### src/clock_timer_pkg.sv
`default_nettype none
package clock_timer_pkg;
   // System clock rate, 200 MHz
   localparam int          CLK_FREQ_MHZ   = 200;
   // Crystal edges per 256 Hz count step (32768 Hz source)
   localparam int          PRESCALE_DIV   = 128;
   localparam int          PRESCALE_W     = 7;
   // Upper-nibble hold limit, lower end of the allowed span
   localparam int          HOLD_TIME_US   = 480;
   localparam int          HOLD_CYCLES    = HOLD_TIME_US * CLK_FREQ_MHZ;
   localparam int          HOLD_W         = 17;
   // Register indices; byte address is four times the index
   localparam int          ADDR_W         = 18;
   localparam logic [15:0] IDX_CTRL       = 16'hff78;
   localparam logic [15:0] IDX_COUNT_LOW  = 16'hff79;
   localparam logic [15:0] IDX_COUNT_HIGH = 16'hff7a;
   localparam logic [15:0] IDX_MASK       = 16'hffe6;
   localparam logic [15:0] IDX_FLAGS      = 16'hfff6;
   // Control field positions
   localparam int          RUN_BIT        = 0;
   localparam int          CLR_BIT        = 1;
   // Counter bit positions of the interrupt taps
   localparam int          TAP_32HZ_BIT   = 2;
   localparam int          TAP_8HZ_BIT    = 4;
   localparam int          TAP_2HZ_BIT    = 6;
   localparam int          TAP_1HZ_BIT    = 7;
   // Reset values
   localparam logic [3:0]  NIBBLE_RST     = 4'h0;
   localparam logic        RUN_RST        = 1'b0;
   localparam logic [3:0]  MASK_RST       = 4'h0;
   localparam logic [3:0]  FLAG_RST       = 4'h0;
   // AXI responses
   localparam logic [1:0]  RESP_OKAY      = 2'h0;
   localparam logic [1:0]  RESP_SLVERR    = 2'h2;

   typedef enum logic [2:0] {
      SEL_NONE  = 3'h0,
      SEL_CTRL  = 3'h1,
      SEL_LOW   = 3'h2,
      SEL_HIGH  = 3'h3,
      SEL_MASK  = 3'h4,
      SEL_FLAGS = 3'h5
   } reg_sel_t;
endpackage
`default_nettype wire

### src/clock_timer_with_hold.sv
// Register access over AXI4-Lite was left to the implementer.
`default_nettype none
// Function
// - An 8-bit up-counter steps on a prescaled crystal clock and all its bits are readable.
// - The low read word shows the 128..16 Hz bits, the high word the 8..1 Hz bits, in bits 3:0.
// - A carry out of the low nibble advances the high nibble as one count.
// - A low-nibble read holds the high nibble until a high read or a bounded time.
// - Falling edges of the 32, 8, 2 and 1 Hz bits are interrupt events.
// - Each such edge sets its own flag: bit 0 for 32 Hz up to bit 3 for 1 Hz.
// - Flags are set whatever the mask says.
// - One mask bit per frequency enables that interrupt.
// - The run bit starts and stops counting, keeping the count while stopped.
// - Writing one to the clear bit zeroes the count; it reads as zero.
// - Writing one to a flag bit clears it; zero leaves it.
// - Reset zeroes the count, the run bit, the masks and the flags.
module clock_timer_with_hold #(
   parameter int unsigned HOLD_CYCLES = clock_timer_pkg::HOLD_CYCLES
) (
   input  wire logic                               aclk,
   input  wire logic                               aresetn,
   input  wire logic                               crystal_osc_clock,
   input  wire logic [clock_timer_pkg::ADDR_W-1:0] s_axi_awaddr,
   input  wire logic                               s_axi_awvalid,
   output logic                                    s_axi_awready,
   input  wire logic [31:0]                        s_axi_wdata,
   input  wire logic [3:0]                         s_axi_wstrb,
   input  wire logic                               s_axi_wvalid,
   output logic                                    s_axi_wready,
   output logic [1:0]                              s_axi_bresp,
   output logic                                    s_axi_bvalid,
   input  wire logic                               s_axi_bready,
   input  wire logic [clock_timer_pkg::ADDR_W-1:0] s_axi_araddr,
   input  wire logic                               s_axi_arvalid,
   output logic                                    s_axi_arready,
   output logic [31:0]                             s_axi_rdata,
   output logic [1:0]                              s_axi_rresp,
   output logic                                    s_axi_rvalid,
   input  wire logic                               s_axi_rready,
   output logic                                    irq
);
   // Register decode, shared by the read and write paths
   function automatic clock_timer_pkg::reg_sel_t reg_sel(
      input logic [clock_timer_pkg::ADDR_W-1:0] a
   );
      case (a[clock_timer_pkg::ADDR_W-1:2])
         clock_timer_pkg::IDX_CTRL:       reg_sel = clock_timer_pkg::SEL_CTRL;
         clock_timer_pkg::IDX_COUNT_LOW:  reg_sel = clock_timer_pkg::SEL_LOW;
         clock_timer_pkg::IDX_COUNT_HIGH: reg_sel = clock_timer_pkg::SEL_HIGH;
         clock_timer_pkg::IDX_MASK:       reg_sel = clock_timer_pkg::SEL_MASK;
         clock_timer_pkg::IDX_FLAGS:      reg_sel = clock_timer_pkg::SEL_FLAGS;
         default:                         reg_sel = clock_timer_pkg::SEL_NONE;
      endcase
   endfunction

   localparam logic [clock_timer_pkg::HOLD_W-1:0] HOLD_LAST =
      clock_timer_pkg::HOLD_W'(HOLD_CYCLES - 1);

   // Write channel state
   logic                               aw_full_q;
   logic [clock_timer_pkg::ADDR_W-1:0] aw_addr_q;
   logic                               w_full_q;
   logic [3:0]                         w_data_q;
   logic                               w_lane0_q;
   logic                               bvalid_q;
   logic [1:0]                         bresp_q;
   // Read channel state
   logic                               rvalid_q;
   logic [31:0]                        rdata_q;
   logic [1:0]                         rresp_q;
   // Timer state
   logic                               run_q;
   logic [3:0]                         mask_q;
   logic [3:0]                         count_low_q;
   logic [3:0]                         count_high_q;
   logic                               hold_q;
   logic [clock_timer_pkg::HOLD_W-1:0] hold_cnt_q;
   logic                               pend_q;
   logic                               clr_pend_q;
   logic                               irq_q;
   // Combinational helpers
   logic                               wr_go;
   clock_timer_pkg::reg_sel_t          wr_sel;
   clock_timer_pkg::reg_sel_t          rd_sel;
   logic                               ar_hs;
   logic                               clr_wr;
   logic [3:0]                         flag_clr;
   logic                               low_rd;
   logic                               high_rd;
   logic                               hold_end;
   logic                               cnt_tick;
   logic                               step;
   logic                               carry;
   logic                               carry_held;
   logic                               carry_pass;
   logic                               catch_up;
   logic [7:0]                         count;
   logic [3:0]                         taps;
   logic [3:0]                         flags;

   // Step pulse at 256 Hz derived from the crystal
   osc_tick_gen u_tick (
      .aclk              (aclk),
      .aresetn           (aresetn),
      .crystal_osc_clock (crystal_osc_clock),
      .tick              (cnt_tick)
   );

   // Write address and data are taken in either order
   assign s_axi_awready = ~aw_full_q;
   assign s_axi_wready  = ~w_full_q;
   assign wr_go         = aw_full_q & w_full_q & ~bvalid_q;
   assign wr_sel        = reg_sel(aw_addr_q);

   always_ff @(posedge aclk) begin
      if (!aresetn) begin
         aw_full_q <= 1'b0;
         aw_addr_q <= '0;
      end else if (s_axi_awvalid && !aw_full_q) begin
         aw_full_q <= 1'b1;
         aw_addr_q <= s_axi_awaddr;
      end else if (wr_go) begin
         aw_full_q <= 1'b0;
      end
   end

   // Only lane 0 carries register bits; upper lanes are ignored
   always_ff @(posedge aclk) begin
      if (!aresetn) begin
         w_full_q  <= 1'b0;
         w_data_q  <= 4'h0;
         w_lane0_q <= 1'b0;
      end else if (s_axi_wvalid && !w_full_q) begin
         w_full_q  <= 1'b1;
         w_data_q  <= s_axi_wdata[3:0];
         w_lane0_q <= s_axi_wstrb[0];
      end else if (wr_go) begin
         w_full_q <= 1'b0;
      end
   end

   // Write response; unmapped addresses answer with a slave error
   always_ff @(posedge aclk) begin
      if (!aresetn) begin
         bvalid_q <= 1'b0;
         bresp_q  <= clock_timer_pkg::RESP_OKAY;
      end else if (wr_go) begin
         bvalid_q <= 1'b1;
         bresp_q  <= (wr_sel == clock_timer_pkg::SEL_NONE) ?
                     clock_timer_pkg::RESP_SLVERR : clock_timer_pkg::RESP_OKAY;
      end else if (s_axi_bready) begin
         bvalid_q <= 1'b0;
      end
   end

   assign s_axi_bvalid = bvalid_q;
   assign s_axi_bresp  = bresp_q;

   // Write side effects
   assign clr_wr   = wr_go && wr_sel == clock_timer_pkg::SEL_CTRL && w_lane0_q
                     && w_data_q[clock_timer_pkg::CLR_BIT];
   assign flag_clr = (wr_go && wr_sel == clock_timer_pkg::SEL_FLAGS && w_lane0_q) ?
                     w_data_q : 4'h0;

   // Run bit and mask register
   always_ff @(posedge aclk) begin
      if (!aresetn) begin
         run_q  <= clock_timer_pkg::RUN_RST;
         mask_q <= clock_timer_pkg::MASK_RST;
      end else if (wr_go && w_lane0_q) begin
         if (wr_sel == clock_timer_pkg::SEL_CTRL) begin
            run_q <= w_data_q[clock_timer_pkg::RUN_BIT];
         end
         if (wr_sel == clock_timer_pkg::SEL_MASK) begin
            mask_q <= w_data_q;
         end
      end
   end

   // Read path; one read at a time, answered the cycle after arvalid
   assign s_axi_arready = ~rvalid_q;
   assign ar_hs         = s_axi_arvalid & ~rvalid_q;
   assign rd_sel        = reg_sel(s_axi_araddr);
   assign low_rd        = ar_hs && rd_sel == clock_timer_pkg::SEL_LOW;
   assign high_rd       = ar_hs && rd_sel == clock_timer_pkg::SEL_HIGH;

   always_ff @(posedge aclk) begin
      if (!aresetn) begin
         rvalid_q <= 1'b0;
         rdata_q  <= 32'h0;
         rresp_q  <= clock_timer_pkg::RESP_OKAY;
      end else if (ar_hs) begin
         rvalid_q <= 1'b1;
         rresp_q  <= clock_timer_pkg::RESP_OKAY;
         rdata_q  <= 32'h0;
         case (rd_sel)
            clock_timer_pkg::SEL_CTRL:  rdata_q[clock_timer_pkg::RUN_BIT] <= run_q;
            clock_timer_pkg::SEL_LOW:   rdata_q[3:0] <= count_low_q;
            clock_timer_pkg::SEL_HIGH:  rdata_q[3:0] <= count_high_q;
            clock_timer_pkg::SEL_MASK:  rdata_q[3:0] <= mask_q;
            clock_timer_pkg::SEL_FLAGS: rdata_q[3:0] <= flags;
            default:                    rresp_q <= clock_timer_pkg::RESP_SLVERR;
         endcase
      end else if (s_axi_rready) begin
         rvalid_q <= 1'b0;
      end
   end

   assign s_axi_rvalid = rvalid_q;
   assign s_axi_rdata  = rdata_q;
   assign s_axi_rresp  = rresp_q;

   // Hold window: opened by a low read, closed by a high read or timeout
   assign hold_end = hold_q && (high_rd || hold_cnt_q == HOLD_LAST);

   always_ff @(posedge aclk) begin
      if (!aresetn) begin
         hold_q     <= 1'b0;
         hold_cnt_q <= '0;
      end else begin
         if (clr_wr) begin
            hold_q <= 1'b0;
         end else if (low_rd) begin
            hold_q <= 1'b1;
         end else if (hold_end) begin
            hold_q <= 1'b0;
         end
         if (low_rd) begin
            hold_cnt_q <= '0;
         end else if (hold_q) begin
            hold_cnt_q <= hold_cnt_q + 1'b1;
         end
      end
   end

   // Carry handling; a blocked carry is kept and applied when the hold ends
   assign step       = cnt_tick & run_q;
   assign carry      = step && count_low_q == 4'hf;
   assign carry_held = carry & hold_q & ~hold_end;
   assign carry_pass = carry & ~carry_held;
   assign catch_up   = hold_end & pend_q;

   // Lower nibble, 128..16 Hz stages
   always_ff @(posedge aclk) begin
      if (!aresetn) begin
         count_low_q <= clock_timer_pkg::NIBBLE_RST;
      end else if (clr_wr) begin
         count_low_q <= clock_timer_pkg::NIBBLE_RST;
      end else if (step) begin
         count_low_q <= count_low_q + 4'h1;
      end
   end

   // Upper nibble, 8..1 Hz stages; pending carry prevents losing a count
   always_ff @(posedge aclk) begin
      if (!aresetn) begin
         count_high_q <= clock_timer_pkg::NIBBLE_RST;
      end else if (clr_wr) begin
         count_high_q <= clock_timer_pkg::NIBBLE_RST;
      end else begin
         count_high_q <= count_high_q + {3'h0, carry_pass} + {3'h0, catch_up};
      end
   end

   always_ff @(posedge aclk) begin
      if (!aresetn) begin
         pend_q <= 1'b0;
      end else if (clr_wr) begin
         pend_q <= 1'b0;
      end else if (carry_held) begin
         pend_q <= 1'b1;
      end else if (hold_end) begin
         pend_q <= 1'b0;
      end
   end

   // Edges made by a clear are not time events, so they are masked
   always_ff @(posedge aclk) begin
      if (!aresetn) begin
         clr_pend_q <= 1'b0;
      end else begin
         clr_pend_q <= clr_wr;
      end
   end

   assign count = {count_high_q, count_low_q};
   assign taps  = {count[clock_timer_pkg::TAP_1HZ_BIT], count[clock_timer_pkg::TAP_2HZ_BIT],
                   count[clock_timer_pkg::TAP_8HZ_BIT], count[clock_timer_pkg::TAP_32HZ_BIT]};

   // Sticky flags, one per tap
   edge_flag_bank u_flags (
      .aclk     (aclk),
      .aresetn  (aresetn),
      .taps     (taps),
      .suppress (clr_pend_q),
      .clr_bits (flag_clr),
      .flags    (flags)
   );

   // Level interrupt, one cycle behind the flags
   always_ff @(posedge aclk) begin
      if (!aresetn) begin
         irq_q <= 1'b0;
      end else begin
         irq_q <= |(flags & mask_q);
      end
   end

   assign irq = irq_q;
endmodule
`default_nettype wire

### src/edge_flag_bank.sv
`default_nettype none
module edge_flag_bank (
   input  wire logic       aclk,
   input  wire logic       aresetn,
   input  wire logic [3:0] taps,
   input  wire logic       suppress,
   input  wire logic [3:0] clr_bits,
   output logic      [3:0] flags
);
   logic [3:0] prev_q;
   logic [3:0] flag_q;

   genvar k;
   generate
      for (k = 0; k < 4; k++) begin : g_flag
         // Falling tap sets the flag; set beats a same-cycle clear
         always_ff @(posedge aclk) begin
            if (!aresetn) begin
               prev_q[k] <= 1'b0;
               flag_q[k] <= clock_timer_pkg::FLAG_RST[k];
            end else begin
               prev_q[k] <= taps[k];
               flag_q[k] <= (flag_q[k] & ~clr_bits[k])
                            | (prev_q[k] & ~taps[k] & ~suppress);
            end
         end
      end
   endgenerate

   assign flags = flag_q;
endmodule
`default_nettype wire

### src/osc_tick_gen.sv
`default_nettype none
module osc_tick_gen (
   input  wire logic aclk,
   input  wire logic aresetn,
   input  wire logic crystal_osc_clock,
   output logic      tick
);
   logic [1:0]                                    sync_q;
   logic                                          prev_q;
   logic [clock_timer_pkg::PRESCALE_W-1:0]        div_q;
   logic                                          tick_q;
   logic                                          osc_rise;

   // Crystal is asynchronous; two stages before anything looks at it
   always_ff @(posedge aclk) begin
      if (!aresetn) begin
         sync_q <= 2'h0;
         prev_q <= 1'b0;
      end else begin
         sync_q <= {sync_q[0], crystal_osc_clock};
         prev_q <= sync_q[1];
      end
   end

   assign osc_rise = sync_q[1] & ~prev_q;

   // Prescaler: one step pulse per PRESCALE_DIV crystal edges
   always_ff @(posedge aclk) begin
      if (!aresetn) begin
         div_q  <= '0;
         tick_q <= 1'b0;
      end else begin
         tick_q <= 1'b0;
         if (osc_rise) begin
            if (div_q == clock_timer_pkg::PRESCALE_W'(clock_timer_pkg::PRESCALE_DIV - 1)) begin
               div_q  <= '0;
               tick_q <= 1'b1;
            end else begin
               div_q <= div_q + 1'b1;
            end
         end
      end
   end

   assign tick = tick_q;
endmodule
`default_nettype wire
### config.mk
export PLATFORM = sky130hd
export DESIGN_NAME = clock_timer_with_hold
export DESIGN_NICKNAME = d
export VERILOG_FILES = /design/src/clock_timer_pkg.sv /design/src/clock_timer_with_hold.sv /design/src/edge_flag_bank.sv /design/src/osc_tick_gen.sv
export SDC_FILE = /design/constraint.sdc
export NUM_CORES = 1
export LEC_CHECK = 0
export ABC_AREA = 0
export BUFFER_PORTS_ARGS = -buffer_cell sky130_fd_sc_hd__clkbuf_2
export CORE_MARGIN = 5
export CORE_UTILIZATION = 51
export DETAILED_ROUTE_END_ITERATION = 12
export PLACE_DENSITY_LB_ADDON = 0.1
export SYNTH_ARGS = -nofsm -noshare
export SYNTH_HDL_FRONTEND = slang
export SYNTH_SLANG_ARGS = --single-unit
### constraint.sdc
create_clock -name aclk -period 2.95 [get_ports aclk]
set_input_delay 0.59 -clock aclk [delete_from_list [all_inputs] [get_ports aclk]]
set_output_delay 0.59 -clock aclk [all_outputs]
set_load 0.02 [all_outputs]
==> results.cfg, run 1 <==
[floorplan]
effective_utilization_at_floorplan_pct = 52.3
die_outline_height_um = 98.8
core_area_mm2 = 0.00769
ios = 122
std_cell_rows = 32
fp.dieArea_mm2 = 0.00976
fp.dieW_um = 98.8

[timing]
min_period_ns = 2.41
final.period_utilization_pct = 81.8
max_slew.worst_pin.slew_ns = 0.670
max_freq_mhz = 415
timing_max_transition_violations_final = 0
final-setup-viol-count = 0
rsz_0062_raised_after_global_routing = no
layout_setup_ws_ns = 0.538
slew-limit-headroom_pct = 55.3
final.setup_skew_ns = 0.0102
tns_ns = 0
hold_ws_ns = 0.440
count_of_final_hold_check_violations = 0

[clock_network]
cts_tree = done
cts_made_buffers = 9
cts-hold-fix-buffers = 0
htree_levels = 3
post_cts_resized = 0
cts_buffer_depth = 2
clockRootBuffer = clkbuf_8
clk_pin_slew_ns = 0.09
clk_latency_ns = 0.35
postCtsSetupBuffers = 0
cts_num_sinks = 84

[placed_design]
routabilityCongestion = 0.745
pre_cts_slack_ns = 0.169
placed_area_mm2 = 0.00424
dp.final_hpwl_mm = 5.53
io_buffer_count = 56

[drt]
final_antenna_net_count = 0
detail_route.vias_per_cell = 5.02
firstDrtPassIters = 4
num_vias = 2987
finalWirelength_mm = 7.45
drc_errors = 0
routedWlPerCell_um = 12.5
detail_route.iter0.violations = 59

[yosys]
synth.yosys.seq_area_share_pct = 41.8
synth_area_mm2 = 0.00402
synth_top_flop_cell = dfxtp_1
synth_edf_count = 0
synth-seq-cells = 84
synthesis.yosys.warnings = 0
postSynth.asyncResetShare_pct = 0
synthDistinctLibCells = 60
postSynthCellCount = 434
synthesis.area_per_instance_um2 = 9.26

[run]
cap_violations = 0

[cells_and_area]
diodes = 0
multiInputGateArea_mm2 = 0.00211
layout-area-overhead-vs-synth_pct = 11.1
num-fill-cells = 719
finalInstanceArea_mm2 = 0.00447
design.final.nets = 573
drive_above_1_share_pct = 21.9
sequential_cell_area_mm2 = 0.00168

[setup_path]
crit_path_buf_inv_count = 1
cp-start-kind = primary input
worst_ep_arrival_time_ns = 2.65
worst_path_max_delay_cell = o41ai_2
timing.critical_path.required_ns = 3.19
worstSetupPathType = in2reg
crit_fanout = 4
crit_path_max_incr_delay_ns = 0.44
critical-path-top-delay-family = simple AND/OR/NAND/NOR gates
critical_path.cell_chain = clkbuf_2 > or3b_1 > a21oi_2 > nor2_4 > o41ai_2 > and3_1 > fa_1 > ha_1 > xnor2_1 > nor2_1
crit_path_end_kind = flip-flop

[grt]
grt_first_pass_wirelength_mm = 12.7
first_global_vias = 2815
gr-usage-all-layers_pct = 15.6
antenna_violations_before_repair = 0
largest_net_degree_at_the_start_of_global_routing = 37
globalRouteOverflowTotal = 0

[status]
run_status = finished, final reports clean

[worst_hold_path]
holdCritPathClass = reg2reg

[pwr]
worst_ir_drop_vdd_mv = 0.353
p_leak_nw = 1.81
p_per_area_mw_per_mm2 = 510
per-stage QoR:
step,power [mW],util [%],cells
5_1_grt,2.38,58.1,595
4_1_cts,2.31,58.1,595
3_5_place_dp,1.40,55.2,579
2_1_floorplan,1.37,-,463
3_3_place_gp,1.40,55.2,579
6_report,2.28,58.1,595
placed cells by master, fill, tap and decap left out, types with 11 or more instances in the layout:
cell type / instances
a21boi_0: 19
nor2b_1: 20
and2_1: 12
xor2_1: 15
mux2i_1: 13
nand2_1: 54
nor2_2: 11
nor2_1: 30
xnor2_1: 14
dfxtp_1: 84
conb_1: 30
clkbuf_2: 56
nand4_1: 12
worst reg2reg max path, cell delays in order (launching register included):
cell      delay, ns
dfxtp_1        0.36
ha_1           0.24
nand2_1        0.07
nor4_1         0.04
nand4b_1       0.15
o41ai_2        0.12
and3_1         0.22
fa_1           0.43
ha_1           0.21
xnor2_1        0.16
nor2_1         0.05
cell usage after synthesis (2+ instances only):
| library cell | n | area share, % |
|---|---|---|
| nor2_2 | 11 | 1.7 |
| xnor2_1 | 14 | 3.1 |
| a21boi_0 | 19 | 3.5 |
| or3b_1 | 2 | 0.44 |
| and4_1 | 5 | 1.1 |
| buf_4 | 30 | 5.6 |
| ha_1 | 4 | 1.2 |
| a211oi_1 | 3 | 0.56 |
| a31oi_1 | 2 | 0.31 |
| nor3_1 | 4 | 0.50 |
| nor2_1 | 30 | 2.8 |
| a21oi_1 | 8 | 1.0 |
| nand4_1 | 12 | 1.9 |
| and4_2 | 2 | 0.50 |
| o21bai_1 | 2 | 0.37 |
| mux2_2 | 3 | 0.84 |
| nor3b_1 | 6 | 1.1 |
| and4b_1 | 2 | 0.50 |
| buf_6 | 2 | 0.56 |
| and3_1 | 5 | 0.78 |
| mux2i_1 | 13 | 3.2 |
| nand2_1 | 54 | 5.0 |
| o21ba_2 | 2 | 0.50 |
| clkbuf_1 | 11 | 1.0 |
| nand3_1 | 10 | 1.2 |
| a22o_1 | 2 | 0.44 |
| nor2b_1 | 20 | 3.1 |
| inv_1 | 6 | 0.56 |
| a22oi_1 | 5 | 0.93 |
| and2_1 | 12 | 1.9 |
| dfxtp_1 | 84 | 42 |
| o21ai_0 | 7 | 0.87 |
| xor2_1 | 15 | 3.3 |
worst paths after layout:
check,cells past startpoint,start,to,slack [ns]
hold / removal,1,u_tick.sync_q[0],u_tick.sync_q[1],0.44
hold reg to reg,1,u_tick.sync_q[0],u_tick.sync_q[1],0.44
setup reg to reg,10,hold_cnt_q[0],count_high_q[2],0.81
setup / recovery,10,s_axi_araddr[4],count_high_q[2],0.54
routing by layer:
layer / up-vias / track usage, % / wire length, um
li1: 1539 / - / -
met1: 1370 / 19.9 / 3540
met2: 70 / 25.6 / 3390
met3: 8 / 5.52 / 450
met4: 0 / 3.57 / 70
met5: - / 0 / 0
flip-flops by register name, summed over array words and instances, names as in the netlist, 2 cells and up:
name            flops
s_axi_rdata         4
count_high_q        4
u_tick.sync_q       2
u_tick.div_q        7
mask_q              4
hold_cnt_q         17
u_flags.prev_q      4
aw_addr_q          16
w_data_q            4
u_flags.flags       4
count_low_q         4
final cells by class:
class                   count  area share [%]
repair buffers             59            6.78
well taps                 102            2.86
clock inverters             7            2.21
flip-flops and latches     84            37.6
multi-input cells         328            47.2
inverters                   6           0.504
clock buffers               9            2.77
power breakdown:
| group | switching, mW | leakage (nW) | total (mW) | internal, mW |
|---|---|---|---|---|
| sequential | 0.0187 | 0.682 | 1.18 | 1.16 |
| combinational | 0.125 | 1.02 | 0.196 | 0.0714 |
| clock | 0.421 | 0.110 | 0.904 | 0.483 |
cell families (layout without fill, tap and decap cells):
logic type | Yosys count | in the layout | synth area share [%]
adders and majority gates | 5 | 5 | 1.74
xor gates and xnor gates | 29 | 29 | 6.32
AOI/OAI and AO/OA | 59 | 59 | 11.1
DFF | 84 | 84 | 41.8
muxes | 16 | 16 | 4.08
other | 1 | 30 | 0.0933
buffers and inverters | 51 | 81 | 8.37
and+or+nand+nor | 189 | 189 | 26.5
No activity file was read; power rests on OpenSTA's default activity.
==> run 2, diff against run 1 <==
==> constraint.sdc (replaced) <==
create_clock -name aclk -period 2.4 [get_ports aclk]
set_input_delay 0.48 -clock aclk [delete_from_list [all_inputs] [get_ports aclk]]
set_output_delay 0.48 -clock aclk [all_outputs]
set_load 0.02 [all_outputs]
==> results.cfg, run 2 (synthesis results as in run 1) <==
[status]
run_status = finished, final reports clean

[drt]
drc_errors = 0
detail_route.vias_per_cell = 5.03
detail_route.iter0.violations = 90
routedWlPerCell_um = 12.3
num_vias = 3046
final_antenna_net_count = 0
firstDrtPassIters = 4
finalWirelength_mm = 7.45

[placed_design]
placed_area_mm2 = 0.00434
placed_cells_incl_taps = 590
io_buffer_count = 56
pre_cts_slack_ns = -0.199
dp.final_hpwl_mm = 5.63
routabilityCongestion = 0.764

[grt]
globalRouteOverflowTotal = 0
largest_net_degree_at_the_start_of_global_routing = 39
gr-usage-all-layers_pct = 16.0
antenna_violations_before_repair = 0
grt_first_pass_wirelength_mm = 13.0
first_global_vias = 2948

[cells_and_area]
design.final.nets = 584
layout-area-overhead-vs-synth_pct = 13.8
final_core_utilization_pct = 59.5
register_with_the_most_flip_flops = hold_cnt_q
largestRegisters = hold_cnt_q (17), aw_addr_q (16), u_tick.div_q (7)
layout.cells.most_common = dfxtp_1
drive_above_1_share_pct = 23.6
finalInstanceArea_mm2 = 0.00457
largest_register_ffs = 17
layoutNonFillerInstCount = 606
layout_common_cells = 84 x dfxtp_1, 56 x clkbuf_2, 54 x nand2_1
diodes = 0
num-fill-cells = 731

[setup_path]
cp-start-kind = primary input
worst_path_max_delay_cell = o41ai_2
critical_path.cell_chain = clkbuf_2 > or3b_1 > a21oi_2 > nor2_4 > o41ai_2 > and3_1 > fa_1 > ha_1 > xnor2_1 > nor2_1
worst_ep_arrival_time_ns = 2.47
crit_path_max_incr_delay_ns = 0.43
crit_path_end_kind = flip-flop
critical-path-top-delay-family = simple AND/OR/NAND/NOR gates
crit_path_buf_inv_count = 1
crit_fanout = 3
worstSetupPathType = in2reg
timing.critical_path.required_ns = 2.63

[timing]
max_freq_mhz = 447
rsz_0062_raised_after_global_routing = no
min_period_ns = 2.24
max_slew.worst_pin.slew_ns = 0.681
final.setup_skew_ns = 0.0117
slew-limit-headroom_pct = 54.6
final.period_utilization_pct = 93.2
timing_max_transition_violations_final = 0
count_of_final_hold_check_violations = 0
final-setup-viol-count = 0
layout_setup_ws_ns = 0.163

[worst_hold_path]
holdCritPathClass = in2reg

[floorplan]
fp.dieW_um = 98.8
core_area_mm2 = 0.00769
std_cell_rows = 32
effective_utilization_at_floorplan_pct = 52.3
fp.dieArea_mm2 = 0.00976
ios = 122
die_outline_height_um = 98.8

[pwr]
power_frac_clock_pct = 40.1
pwr-share-comb_pct = 8.9
power_report.internal_total_mw = 2.15
p_leak_nw = 1.88
p_per_area_mw_per_mm2 = 621
power.share.sequential_pct = 51.0
power.net_switching_mw = 0.691
worst_ir_drop_vdd_mv = 0.406
swShare_pct = 24.3

[clock_network]
clk_latency_ns = 0.35
post_cts_resized = 0
cts_buffer_depth = 2
cts_made_buffers = 9
clockRootBuffer = clkbuf_8
postCtsSetupBuffers = 0
cts_tree = done
cts_num_sinks = 84
clk_pin_slew_ns = 0.09
cts-hold-fix-buffers = 0
htree_levels = 3

[run]
cap_violations = 0
## run 2: changes by cell type in the layout (fill, tap and decap cells not counted)
cell / change
clkinv_4: +1
clkbuf_8: +1
buf_12: +1
buf_4: +10
clkinvlp_4: -1
clkinv_2: -1
## run 2: power groups by stage
stage	registers, mW	clock network (mW)	logic [mW]
final	1.45	1.14	0.253
after global routing	1.46	1.23	0.281
after CTS	1.45	1.18	0.255
after detailed placement	1.48	0	0.254
after global placement	1.48	0	0.249
after floorplan	1.48	0	0.205
## run 2: path summary, 6_finish.rpt
check	start	endpoint	slack, ns	cells after the start
setup / recovery	s_axi_araddr[4]	count_high_q[2]	0.16	10
hold reg to reg	aw_addr_q[16]	aw_addr_q[16]	0.47	2
setup reg to reg	hold_cnt_q[0]	count_high_q[2]	0.25	10
hold / removal	crystal_osc_clock	u_tick.sync_q[0]	0.34	2
## run 2: layout make-up
type / instances / area, um2 / area share (%)
Inverter: 6 / 22.5 / 0.493
Sequential cell: 84 / 1680 / 36.8
Multi-Input combinational cell: 328 / 2110 / 46.1
Tap cell: 102 / 128 / 2.79
Clock inverter: 6 / 95.1 / 2.08
Clock buffer: 10 / 138 / 3.01
Timing Repair Buffer: 70 / 398 / 8.70
## run 2: layer usage
layer / wire length (um) / vias to the layer above / track usage, % / part of all wire, %
met2: 3480 / 78 / 27.0 / 47
met4: 58 / 0 / 4.10 / 0.78
met3: 501 / 6 / 5.10 / 6.7
met1: 3410 / 1408 / 19.8 / 46
met5: 0 / - / 0 / 0
li1: - / 1554 / - / -
## run 2: metrics by stage
step	TNS [ns]	power (mW)	hold WS (ns)
global placement	-0.520	1.73	0.453
CTS	0	2.88	0.324
finish	0	2.84	0.336
global route	0	2.97	0.327
detailed placement	-0.679	1.74	0.443
floorplan	0	1.69	0.412
